File: src/shared/cgsm_pkg.sv
// Package for the clock generator serial configuration slave.
// Assumes a single system clock domain; the serial link is sampled.
package cgsm_pkg;
  localparam logic [7:0] SLAVE_ADDR_WR = 8'hD2;
  localparam int CFG_BYTES = 8;
  localparam logic [5:0] MAX_COUNT = 6'h20;
  localparam logic [7:0] CFG0_RESET = 8'h0F;
  localparam logic [7:0] CFG1_RESET = 8'hFF;
  localparam logic [7:0] CFG2_RESET = 8'hFE;
  localparam logic [7:0] CFG3_RESET = 8'h00;
  localparam int SPREAD_BIT = 3;
  localparam int DOT_BIT = 2;
  localparam int BUS48_BIT = 1;
  localparam int HOST2_BIT = 0;
  localparam int GFX_BIT = 7;
  localparam int MEM133_BIT = 0;
  localparam int SPREAD_PERMILLE = -5;

  typedef enum logic [4:0] {
    ST_IDLE = 5'h01,
    ST_ADDR = 5'h02,
    ST_BYTE = 5'h04,
    ST_ACK = 5'h08,
    ST_IGNORE = 5'h10
  } cgsm_state_t;

  typedef struct packed {
    logic spreadOn;
    logic dotEn;
    logic bus48En;
    logic hostClockTwoTestPortEn;
    logic [7:0] memoryClockOutputsEn;
    logic graphicsFixed66ClockEn;
    logic [6:1] expansionBusClockOutputsEn;
    logic mem133Mode;
  } cgsm_ctrl_t;
endpackage

File: src/logic/cgsm_slave.sv
// Serial configuration slave of the clock generator: accepts block writes
// only and drives the output enables. Expects the bus clock and data pins
// asynchronous to sys_clk, with sys_clk far faster than the bus clock.
`timescale 1ns/10ps
module cgsm_slave
  import cgsm_pkg::*;
(
  input wire logic sys_clk, // System clock, 40 MHz
  input wire logic resetn, // Asynchronous reset, active low
  input wire logic serialClockLine, // Bus clock pin
  input wire logic serialDataLineIn, // Data pin level
  output logic serialDataLineOut, // Data pin drive value, always low
  output logic serialDataLineOen_n, // Data pin enable, low drives
  output cgsm_ctrl_t ctrl, // Applied configuration
  output logic transferValid, // Pulse when byte count acknowledged
  output logic [7:0] cfgByte3 // Byte three as written
);
  logic rstA_q, rstB_q;
  always_ff @(posedge sys_clk or negedge resetn) begin
    if (!resetn) begin
      rstA_q <= 1'b0;
      rstB_q <= 1'b0;
    end else begin
      rstA_q <= 1'b1;
      rstB_q <= rstA_q;
    end
  end
  wire rstN = rstB_q;

  // Two-flop synchronisers, then a third and a fourth stage for edge detection
  logic [1:0] sclMeta_q, sdaMeta_q;
  logic sclSync_q, sdaSync_q, sclPrev_q, sdaPrev_q;
  always_ff @(posedge sys_clk or negedge rstN) begin
    if (!rstN) begin
      sclMeta_q <= 2'h3;
      sdaMeta_q <= 2'h3;
      sclSync_q <= 1'b1;
      sdaSync_q <= 1'b1;
      sclPrev_q <= 1'b1;
      sdaPrev_q <= 1'b1;
    end else begin
      sclMeta_q <= {sclMeta_q[0], serialClockLine};
      sdaMeta_q <= {sdaMeta_q[0], serialDataLineIn};
      sclSync_q <= sclMeta_q[1];
      sdaSync_q <= sdaMeta_q[1];
      sclPrev_q <= sclSync_q;
      sdaPrev_q <= sdaSync_q;
    end
  end
  wire sclRise = sclSync_q & ~sclPrev_q;
  wire sclFall = ~sclSync_q & sclPrev_q;
  wire startCond = sclSync_q & sclPrev_q & sdaPrev_q & ~sdaSync_q;
  wire stopCond = sclSync_q & sclPrev_q & ~sdaPrev_q & sdaSync_q;

  cgsm_state_t state_q, state_d;
  logic [7:0] shift_q, shift_d;
  logic [3:0] bitCnt_q, bitCnt_d;
  logic [5:0] pos_q, pos_d; // 0 command, 1 count, 2.. data
  logic ackDrive_q, ackDrive_d;
  logic [7:0] cfg_q [CFG_BYTES];
  logic [7:0] cfg_d [CFG_BYTES];
  logic valid_q, valid_d;

  always_comb begin
    state_d = state_q;
    shift_d = shift_q;
    bitCnt_d = bitCnt_q;
    pos_d = pos_q;
    ackDrive_d = ackDrive_q;
    valid_d = 1'b0;
    for (int i = 0; i < CFG_BYTES; i++) begin
      cfg_d[i] = cfg_q[i];
    end
    if (startCond) begin
      state_d = ST_ADDR;
      bitCnt_d = 4'h0;
      ackDrive_d = 1'b0;
    end else if (stopCond) begin
      state_d = ST_IDLE;
      ackDrive_d = 1'b0;
    end else begin
      case (state_q)
        ST_IDLE, ST_IGNORE: begin
          ackDrive_d = 1'b0;
        end
        ST_ADDR, ST_BYTE: begin
          if (sclRise) begin
            shift_d = {shift_q[6:0], sdaSync_q};
            bitCnt_d = bitCnt_q + 4'h1;
          end
          if (sclFall && bitCnt_q == 4'h8) begin
            bitCnt_d = 4'h0;
            if (state_q == ST_ADDR) begin
              if (shift_q == SLAVE_ADDR_WR) begin
                ackDrive_d = 1'b1;
                pos_d = 6'h0;
                state_d = ST_ACK;
              end else begin
                state_d = ST_IGNORE;
              end
            end else begin
              ackDrive_d = 1'b1;
              state_d = ST_ACK;
              // Command and count are dropped, yet still advance pos
              if (pos_q >= 6'h2 && pos_q < 6'(CFG_BYTES + 2)) begin
                cfg_d[3'(pos_q - 6'h2)] = shift_q;
              end
              if (pos_q == 6'h1) begin
                valid_d = 1'b1;
              end
              if (pos_q != 6'h3F) begin
                pos_d = pos_q + 6'h1;
              end
            end
          end
        end
        ST_ACK: begin
          if (sclFall) begin
            ackDrive_d = 1'b0;
            state_d = ST_BYTE;
          end
        end
        default: begin
          state_d = ST_IDLE;
          ackDrive_d = 1'b0;
        end
      endcase
    end
  end

  always_ff @(posedge sys_clk or negedge rstN) begin
    if (!rstN) begin
      state_q <= ST_IDLE;
      shift_q <= 8'h00;
      bitCnt_q <= 4'h0;
      pos_q <= 6'h00;
      ackDrive_q <= 1'b0;
      valid_q <= 1'b0;
      cfg_q[0] <= CFG0_RESET;
      cfg_q[1] <= CFG1_RESET;
      cfg_q[2] <= CFG2_RESET;
      cfg_q[3] <= CFG3_RESET;
      for (int i = 4; i < CFG_BYTES; i++) begin
        cfg_q[i] <= 8'h00;
      end
    end else begin
      state_q <= state_d;
      shift_q <= shift_d;
      bitCnt_q <= bitCnt_d;
      pos_q <= pos_d;
      ackDrive_q <= ackDrive_d;
      valid_q <= valid_d;
      for (int i = 0; i < CFG_BYTES; i++) begin
        cfg_q[i] <= cfg_d[i];
      end
    end
  end

  assign serialDataLineOut = 1'b0;
  assign serialDataLineOen_n = ~ackDrive_q;
  assign transferValid = valid_q;

  // Enables gate the synthesizer; a cleared bit forces its clock low.
  // Spread depth is fixed downward by the synthesizer
  always_comb begin
    ctrl.spreadOn = cfg_q[0][SPREAD_BIT];
    ctrl.dotEn = cfg_q[0][DOT_BIT];
    ctrl.bus48En = cfg_q[0][BUS48_BIT];
    ctrl.hostClockTwoTestPortEn = cfg_q[0][HOST2_BIT];
    ctrl.memoryClockOutputsEn = cfg_q[1];
    ctrl.graphicsFixed66ClockEn = cfg_q[2][GFX_BIT];
    ctrl.expansionBusClockOutputsEn = cfg_q[2][6:1];
    ctrl.mem133Mode = cfg_q[3][MEM133_BIT];
  end
  assign cfgByte3 = cfg_q[3];
endmodule

File: config.mk
export PLATFORM = sky130hd
export DESIGN_NAME = cgsm_slave
export DESIGN_NICKNAME = d
export VERILOG_FILES = /design/src/shared/cgsm_pkg.sv /design/src/logic/cgsm_slave.sv
export SDC_FILE = /design/constraint.sdc
export NUM_CORES = 1
export LEC_CHECK = 0
export ABC_AREA = 1
export ABC_CLOCK_PERIOD_IN_PS = 2600
export BUFFER_PORTS_ARGS = -buffer_cell sky130_fd_sc_hd__buf_2
export CORE_MARGIN = 1.5
export CORE_UTILIZATION = 51
export CTS_CLUSTER_SIZE = 8
export DETAILED_ROUTE_END_ITERATION = 16
export PLACE_DENSITY_LB_ADDON = 0.05
export SLEW_MARGIN = 5
export SYNTH_ARGS = -nofsm -noshare
export SYNTH_HDL_FRONTEND = slang
export SYNTH_SLANG_ARGS = --single-unit
File: constraint.sdc
create_clock -name sys_clk -period 2.6 [get_ports sys_clk]
set_input_delay 0.52 -clock sys_clk [delete_from_list [all_inputs] [get_ports sys_clk]]
set_output_delay 0.52 -clock sys_clk [all_outputs]
set_load 0.05 [all_outputs]
== Yosys cells after proc, flatten, opt, wreduce, memory -nomap -nowiden ==
Index checks and enable logic that the tools add are counted.

* Mux-type cells: 31
* Equality and inequality tests: 15
* Bitwise logic cells: 16
* Reduce and logical (&&, ||, !) cells: 14
* Magnitude comparators: 4
* Add/sub/neg operators: 3

{| class="wikitable"
|+ Operators by type and width
! operator !! count
|-
| 64-bit bitwise mux || 1
|-
| 5-bit 2-to-1 mux || 6
|-
| 8-bit demux with 3-bit select || 1
|-
| 4-bit 2-to-1 mux || 5
|-
| 6-bit 2-to-1 mux || 3
|-
| 5-bit case mux with 3 select lines || 1
|-
| 1-bit 2-to-1 mux || 12
|-
| 6-bit AND reduction || 2
|-
| 3-bit AND reduction || 3
|-
| 8-bit == test, second input constant || 1
|-
| 8-bit 2-to-1 mux || 1
|-
| 4-bit inequality test, second input constant || 2
|-
| 1-bit NOT || 8
|-
| 1-bit AND || 7
|-
| 6-bit by 1-bit adder with 6-bit output, second input constant || 1
|-
| 6-bit by 1-bit == test with 1-bit output, second input constant || 1
|-
| 6-bit by 2-bit >= comparator with 1-bit output, second input constant || 1
|-
| 6-bit by 4-bit < comparator with 1-bit output, second input constant || 1
|-
| 6-bit inequality test, second input constant || 1
|-
| 5-bit by 1-bit == test with 1-bit output, second input constant || 1
|-
| 5-bit by 2-bit == test with 1-bit output, second input constant || 1
|-
| 5-bit by 3-bit == test with 1-bit output, second input constant || 1
|-
| 5-bit by 4-bit == test with 1-bit output, second input constant || 1
|-
| 5-bit == test, second input constant || 1
|-
| other kinds (16) || 20
|}

* Input port bits: 4
* Word-level logic and storage cells: 105
* Register bits after elaboration: 99

== Longest topological paths before layout ==
Gate-level depths: netlist of run 1.

* Depth in word-level cells: 7
* Gate-level depth with buffers: 11

== Worst setup path before layout of run 1 ==
No wires, ideal clock.

* Path type: register to register
* Start point: register pos_q[1]
* End point: register pos_q[1]
* Slack: 1,075 ps
* Cell stages (with the launch flop): 8
* Setup time: 65 ps
* Arrival: 1,460 ps
* Buffers on the path: 0
* Cells stage by stage: dfrtp_1 ha_1 nand3_1 nor2_1 nand3_1 nand2_2 nand2_1 nand2_1

* Cells in the longest elaborated chain, start to end: 3

{| class="wikitable"
|+ Ends and longest elaborated chain
! what !! line !! text
|-
| start: declaration || cgsm_slave.sv:58 || <nowiki>logic [5:0] pos_q, pos_d;</nowiki>
|-
| start signal: assignment || cgsm_slave.sv:150 || <nowiki>pos_q <= pos_d;</nowiki>
|-
| 6-bit by 1-bit adder with 6-bit output or 6-bit inequality test (tied branches) || cgsm_slave.sv:112, cgsm_slave.sv:111 ||
|-
| 6-bit 2-to-1 mux or 2-bit nonzero test (tied branches) || n/a ||
|-
| 6-bit 2-to-1 mux or 6-bit AND reduction (tied branches) || n/a ||
|}

Parallel ways exist; a longest one is shown, timed or not. The select of a mux whose other input is x is not followed.
A chain may end at the register's enable or synchronous reset.

== Final worst setup path of run 1 ==
Ends and elaborated chain as after synthesis.

==> results of run 1 <==
==> final cells by class <==
class	count	area [um2]
clock buffer	12	145.1
clock inverter	4	47.55
fill	525	2203
inverter	29	111.4
multi-input combinational	241	1240
sequential	62	1588
tap	72	90.09
timing repair buffer	35	182.7
==> layout by cell type (no fill, tap or decap), drive strengths merged <==
cell type and instances:
a21oi 2, buf 34, bufinv 1, clkbuf 12
clkinv 2, clkinvlp 1, conb 2, dfrtp 34
dfstp 28, dlygate4sd3 1, ha 5, inv 29
nand2 129, nand3 22, nand3b 4, nand4 27
nor2 24, nor3 5, nor3b 2, o21ai 14
o21bai 1, or2 2, xnor2 1, xor2 1
==> per-stage QoR <==
step | hold WS, ns | utilization | std cells | worst slack, ns
2_1_floorplan | 0.2244 | - | 340 | 0.7948
3_3_place_gp | 0.3052 | 0.5710 | 438 | 0.8698
3_5_place_dp | 0.3079 | 0.5710 | 438 | 0.8591
4_1_cts | 0.2786 | 0.6071 | 455 | 0.8409
5_1_grt | 0.2749 | 0.6071 | 455 | 0.6036
6_report | 0.2923 | 0.6071 | 455 | 0.8343
==> power groups by stage <==
stage / combinational, W / clock (W) / sequential, W
6_report: 0.000153 / 0.000827 / 0.00107
5_1_grt: 0.000182 / 0.000894 / 0.00108
4_1_cts: 0.000157 / 0.000843 / 0.00107
3_5_place_dp: 0.000154 / 0 / 0.00108
3_3_place_gp: 0.000153 / 0 / 0.00108
2_1_floorplan: 0.000116 / 0 / 0.00108
==> worst max-delay path, delay by kind of cell (launching register included) <==
family	cells	cell delay, ns
flops	1	0.61
simple gates	6	0.83
fa+ha+maj	1	0.28
==> sequential cells by signal (all words and copies together), names as in the netlist, 2 cells and up <==
name,cells
ctrl,19
cfgByte3,8
shift_q,8
pos_q,6
state_q,5
bitCnt_q,4
sclMeta_q,2
sdaMeta_q,2
==> cell families (layout without fill, tap and decap cells) <==
| family | Yosys count | after routing |
|---|---|---|
| and+or+nand+nor | 215 | 215 |
| DFF | 62 | 62 |
| buffers and inverters | 37 | 80 |
| AOI/OAI and AO/OA | 17 | 17 |
| adders and majority gates | 5 | 5 |
| other | 2 | 2 |
| xor gates and xnor gates | 2 | 2 |
==> worst max-delay path by stage <==
stage / from / to / slack [ns] / depth (start not counted)
2_1_floorplan: rstB_q / ackDrive_q / 0.79 / 0
3_3_place_gp: pos_q[1] / pos_q[0] / 0.87 / 7
3_5_place_dp: pos_q[1] / pos_q[1] / 0.86 / 7
4_1_cts: pos_q[1] / pos_q[1] / 0.84 / 7
5_1_grt: pos_q[1] / pos_q[0] / 0.60 / 7
6_report: pos_q[1] / pos_q[1] / 0.83 / 7
==> layer usage <==
metal | part of all wire | vias up | wire [um] | GRT usage
li1 | - | 1171 | - | -
met1 | 0.48 | 1090 | 2763 | 0.2595
met2 | 0.46 | 41 | 2669 | 0.3263
met3 | 0.036 | 12 | 207 | 0.04000
met4 | 0.024 | 0 | 140 | 0.1103
met5 | 0 | - | 0 | 0
==> results.ini, run 1 <==
[critical_path]
slowest_stage=dfrtp_1
slowest_delay_ns=0.61
path_class=flop to flop
worstPathCellList=ha_1 -> nand3_1 -> nor2_1 -> nand3_1 -> nand2_2 -> nand2_1 -> nand2_1
required_ns=2.87
r2r_cells=7
r2r_start=pos_q[1]
rr_endpoint=pos_q[1]
cp-end-kind=flop
path_max_fanout=8
rrSetupSlack_ns=0.83
cp-start-kind=flop
critical_path_arrival_ns=2.03

[sta]
period_minus_slack_ns=1.766
tns_ns=0
maxSlewHeadroom=0.5209
worst_pin_slew_ns=0.7186
finalCritPeriodShare=0.6791
rsz0062_at_grt=false
slew_viol_final=0
max_freq_mhz=566.4
hold_viol=0
finalClockSkew_ns=0.01287
setup_viol=0

[synthesis]
synthArstFlopShare=1.000
postSynthCellCount=340
synth_top_family_by_area=simple AND/OR/NAND/NOR gates
ys_ff_latch=62
yosysTopAreaCell=dfrtp_1
avgSynthCellArea_um2=8.836
synth_area_leaders=dfrtp_1, dfstp_2, nand2_1
synth-seq-area-share=0.5281
synth_fa_ha_area_frac=0.02082
yosysMostFrequentCell=nand2_1
synth-edff-count=0
synth_area_um2=3004
synth_commonest_cells=nand2_1, dfrtp_1, dfstp_2, nand4_1, inv_1
synth_xor_area_frac=0.005831
yosysUniqueCellTypes=32
ys.flop_type=dfrtp_1
synth_nets=349
yosys.area.top_type_share=0.2832
synth.area.mux_share=0
synth_compound_area_frac=0.03290
synth_warnings=0
synth-simple-area-share=0.3507

[final_layout]
layout-drive-gt1-share=0.2689
nets=387
area_delta_synth_final_pct=13.33
n_antenna_cell=0
stdcell_area_um2=3405

[floorplan]
die-area_um2=6360
initial_core_util=0.5357
die_w_um=79.75
fp-row-count=27
fp.dieH_um=79.75
coreArea_um2=5608
io_pins=35

[detailed_routing]
wl_mm=5.780
vias_per_cell=5.086
drt_first_pass_iters=4
wl_per_cell_um=12.70
route.detailed.drc=0
drtIter0Drc=174
ant_nets=0
via_count=2314

[clock_tree]
htree_num_levels=3
cts_num_sinks=62
ctsHoldBuffers=1
cts_tree=built
cts_made_buffers=9
post-cts-setup-buffer-count=0
post_cts_resized=0
worstSkewPairLatency_ns=0.34
cts.clk_slew.worst_paths_ns=0.06
cts_root_buffer=clkbuf_8
clock_path_buffers=2

[pwr]
switchingPower_w=0.0005107
leakage_nw=1.779
internal-power_w=0.001538
combPwrFrac=0.075
total_power_w=0.002048
pwr_density_cell_nw_per_um2=601.7
clkPwrFrac=0.404
vdd_drop_max_mv=0.4375
seqPwrFrac=0.521
switching_share=0.2493

[hold_path]
hp-class=input port to flop
worstHoldEndpoint=sdaMeta_q[0]
min-delay-start=serialDataLineIn
whs_path_depth=1

[placement]
io_buffers=33
gp_congestion=0.8000
placed_area_um2=3202
hpwl_mm=3.958

[grt]
grt_pass1_vias=2159
antenna_found_initial=0
overflow=0
grt_pass1_wl_mm=9.873
grtUsageTotal=0.2037
grt_max_degree=61

[flow_run]
maxCapViolCount=0

[outcome]
outcome=finished, final reports clean

Power figures use the tool's default switching activity.
==> inputs of run 2 (changes only) <==
ABC_CLOCK_PERIOD_IN_PS = 1700   (was 2600)
clock period = 1.7 ns   (was 2.6 ns; I/O delays follow)
==> run 2 against run 1 <==
Critical path depth grew 2. Via count up 1.2%. Sequential share of layout area down 2.5 points. Critical path type unchanged. Design area rose by 5.7%. Sequential power increased by 53%. Non-clock buffer count grew 16. Final cell count up 3.5%. Combinational power up 72%. Wire length increased by 5.1%. Die area unchanged. Hold slack lost 0.20 ns. Largest cell class unchanged. Clock power up 57%. Largest power group unchanged.
==> results.ini, run 2 (same netlist as run 1, synthesis figures left out) <==
[clock_tree]
worstSkewPairLatency_ns=0.34
cts_num_sinks=62
htree_num_levels=3
cts.clk_slew.worst_paths_ns=0.07
cts_root_buffer=clkbuf_8
cts_made_buffers=9
cts_tree=built
clock_path_buffers=2

[detailed_routing]
drt_first_pass_iters=4
vias_per_cell=4.972
ant_nets=0
route.detailed.drc=0
via_count=2342
drtIter0Drc=131
wl_per_cell_um=12.90
wl_mm=6.074

[hold_path]
hp-class=input port to flop

[pwr]
clkPwrFrac=0.406
seqPwrFrac=0.512
switching_share=0.2436
vdd_drop_max_mv=0.7000
pwr_density_cell_nw_per_um2=888.7
combPwrFrac=0.082
leakage_nw=1.882
internal-power_w=0.002418
switchingPower_w=0.0007786

[floorplan]
coreArea_um2=5608
die-area_um2=6360
fp-row-count=27
initial_core_util=0.5357
die_w_um=79.75
fp.dieH_um=79.75
io_pins=35

[sta]
whs_ns=0.09530
period_minus_slack_ns=1.590
fin_ws_ns=0.1101
hold_viol=0
rsz0062_at_grt=true
max_freq_mhz=629.0
finalCritPeriodShare=0.9352
setup_viol=0
finalClockSkew_ns=0.01110
slew_viol_final=0

[outcome]
outcome=finished, final reports clean

[grt]
antenna_found_initial=0
grt_pass1_vias=2341
overflow=0
grt_max_degree=28
grtUsageTotal=0.2183
grt_pass1_wl_mm=10.58

[critical_path]
required_ns=1.97
critical_path_arrival_ns=1.86
slowest_stage=dfstp_2
cp_common_cell=nand2_1
cp-start-kind=flop
cp-end-kind=flop
path_class=flop to flop
path_max_fanout=7
worstPathCellList=inv_1 -> nand3_1 -> nand2_1 -> nand2_1 -> nand2_1 -> nor2_4 -> nand3_2 -> nand2_1 -> nand2_1
slowest_delay_ns=0.53

[placement]
io_buffers=33
hpwl_mm=4.456
gp_congestion=0.8361
dpl_worst_slack_ns=0.07309

[final_layout]
nets=403
largest_reg_flops=19
n_antenna_cell=0
num-fill-cells=510
mostFrequentLayoutCells=nand2_1, buf_2, dfrtp_1
final_common_cell=nand2_1
area_delta_synth_final_pct=19.74
layout-drive-gt1-share=0.2982

[flow_run]
maxCapViolCount=0

run 2: cell types whose count changed in the layout (fill, tap and decap cells not counted), moves of 2 or more:
cell,change
clkbuf_1,+2
buf_12,+4
clkinv_2,-2
buf_4,+12
run 2: final timing paths:
path	from	endpoint	slack [ns]	depth (start not counted)
setup / recovery	sdaPrev_q	ctrl[2]	0.11	9
hold / removal	serialClockLine	sclMeta_q[0]	0.1	1
setup reg to reg	sdaPrev_q	ctrl[2]	0.11	9
hold reg to reg	rstB_q	pos_q[3]	0.24	0
max in group asynchronous	rstB_q	ctrl[16]	0.90	1
min in group asynchronous	rstB_q	pos_q[3]	0.24	0
run 2: layer usage:
metal | vias to the layer above | wire length [um] | global-route usage
met2 | 45 | 3011 | 0.3661
met4 | 0 | 89 | 0.07759
met1 | 1082 | 2712 | 0.2682
met5 | - | 0 | 0
li1 | 1207 | - | -
met3 | 8 | 260 | 0.06286
run 2: timing repair:
action / in CTS / in global routing
buffers inserted: 0 / 0
endpoints found under the setup margin: 0 / 17
gates resized for setup: 0 / 5
hold buffers: 1 / 0
endpoints found under the hold margin: 2 / 0
run 2: power by group through the flow:
stage                     sequential [W]  combinational [W]  clock, W
after CTS                        0.00164           0.000259   0.00133
after global placement           0.00166           0.000250         0
after floorplan                  0.00166           0.000177         0
after detailed placement         0.00166           0.000254         0
final                            0.00164           0.000263   0.00130
after global routing             0.00165           0.000311   0.00139
run 2: critical path, delay by kind of cell, from the launching register on:
kind | cells | cell delay [ns]
buf+inv | 1 | 0.05
simple gates | 8 | 0.96
flops | 1 | 0.53
run 2: layout make-up:
type                    instances  area (um2)  share of cell area
clock buffers                  15       166.4             0.04626
clock inverters                 1       30.03            0.008348
flip-flops and latches         62        1589              0.4417
repair buffers                 51       352.8             0.09809
well taps                      72       90.09             0.02504
inverters                      29       111.4             0.03096
multi-input cells             241        1257              0.3496
run 2: through the flow:
stage / power (W) / util / area (um2) / instances / setup TNS (ns)
6_report: 0.003197 / 0.6415 / 3597 / 471 / 0
5_1_grt: 0.003351 / 0.6415 / 3597 / 471 / -0.6070
4_1_cts: 0.003224 / 0.6381 / 3578 / 471 / 0
3_5_place_dp: 0.001916 / 0.6013 / 3372 / 454 / 0
3_3_place_gp: 0.001909 / 0.6013 / 3372 / 454 / 0
2_1_floorplan: 0.001832 / - / 3005 / 340 / 0
==> inputs of run 3 (changes only) <==
RECOVER_POWER = 25   (was default)
==> run 3 against run 2 <==
Design area down 0.45%. Fmax about the same. Core utilization decreased by 0.29 points. Wire length about the same. Highest routed layer unchanged.
==> results.ini, run 3 (same netlist as run 1, synthesis figures left out) <==
[final_layout]
layout-drive-gt1-share=0.2957
final_util=0.6386
stdcell_area_um2=3581
mostFrequentLayoutCells=nand2_1, dfrtp_1, buf_2
n_antenna_cell=0
area_delta_synth_final_pct=19.20
largest_reg_flops=19
final_common_cell=nand2_1
nets=403

[grt]
overflow=0
antenna_found_initial=0
grt_max_degree=28
grt_pass1_wl_mm=10.58
grtUsageTotal=0.2183
grt_pass1_vias=2341

[placement]
io_buffers=33
placed_area_um2=3372
dpl_worst_slack_ns=0.07309
gp_congestion=0.8361
hpwl_mm=4.456

[sta]
hold_viol=0
max_freq_mhz=628.9
period_minus_slack_ns=1.590
slew_viol_final=0
setup_viol=0
whs_ns=0.09530
finalCritPeriodShare=0.9353
rsz0062_at_grt=true
finalClockSkew_ns=0.01110
fin_ws_ns=0.1100

[clock_tree]
worstSkewPairLatency_ns=0.34
cts_made_buffers=9
cts_num_sinks=62
cts_tree=built
clock_path_buffers=2
htree_num_levels=3
cts.clk_slew.worst_paths_ns=0.07
cts_root_buffer=clkbuf_8
post-cts-setup-buffer-count=0

[critical_path]
required_ns=1.97
r2r_cells=9
r2r_start=sdaPrev_q
rr_endpoint=ctrl[2]
path_class=flop to flop
cp-start-kind=flop
cp-end-kind=flop
path_max_fanout=7
rrSetupSlack_ns=0.11
critical_path_arrival_ns=1.86

[hold_path]
worstHoldEndpoint=sclMeta_q[0]
whs_path_depth=1
min-delay-start=serialClockLine
hp-class=input port to flop

[floorplan]
coreArea_um2=5608
io_pins=35
die-area_um2=6360
die_w_um=79.75
fp.dieH_um=79.75
initial_core_util=0.5357
fp-row-count=27

[detailed_routing]
drtIter0Drc=131
drt_first_pass_iters=4
ant_nets=0
route.detailed.drc=0
wl_mm=6.070
via_count=2337
vias_per_cell=4.962
wl_per_cell_um=12.89

[pwr]
pwr_density_cell_nw_per_um2=891.4
leakage_nw=1.874
vdd_drop_max_mv=0.7000

[outcome]
outcome=finished, final reports clean

[flow_run]
maxCapViolCount=0

[run 3: worst max path at each step]
stage	from	endpoint	slack [ns]	depth (start not counted)
after floorplan	pos_q[1]	pos_q[1]	0.18	7
after CTS	sclPrev_q	cfgByte3[2]	0.06	9
final	sdaPrev_q	ctrl[2]	0.11	9
after detailed placement	sclPrev_q	cfgByte3[2]	0.07	9
after global placement	pos_q[1]	pos_q[4]	0.11	7
after global routing	sdaPrev_q	ctrl[11]	-0.06	9
[run 3: area by class of cell]
class                   count  area (um2)
well taps                  72       90.09
repair buffers             51       336.6
clock buffers              15       166.4
clock inverters             1       30.03
inverters                  29       111.4
multi-input cells         241        1257
fillers                   511        2027
flip-flops and latches     62        1589
[run 3: layer usage]
layer	up-vias	routed length [um]	track usage
li1	1207	-	-
met1	1077	2710	0.2682
met2	45	3009	0.3661
met3	8	260	0.06286
met4	0	89	0.07759
met5	-	0	0
[run 3: stage by stage]
step / setup TNS (ns) / cells / power [W]
2_1_floorplan: 0 / 340 / 0.001832
6_report: 0 / 471 / 0.003192
3_5_place_dp: 0 / 454 / 0.001916
4_1_cts: 0 / 471 / 0.003224
3_3_place_gp: 0 / 454 / 0.001909
5_1_grt: -0.6070 / 471 / 0.003347
[run 3: report_power, final]
| group | switching, W | total [W] | internal [W] |
|---|---|---|---|
| registers | 0.0000787 | 0.00164 | 0.00156 |
| clock network | 0.000536 | 0.00130 | 0.000761 |
| logic | 0.000163 | 0.000259 | 0.0000955 |
[run 3: what timing repair did]
action / 4_1_cts / 5_1_grt
hold endpoints to repair: 2 / 0
endpoints found under the setup margin: 0 / 17
hold buffers: 1 / 0
resized for setup: 0 / 5
[run 3: critical path, cell delays in order, from the launching register on]
cell and delay [ns]:
dfstp_2 0.53, inv_1 0.05, nand3_1 0.06, nand2_1 0.05
nand2_1 0.15, nand2_1 0.12, nor2_4 0.21, nand3_2 0.20
nand2_1 0.12, nand2_1 0.05
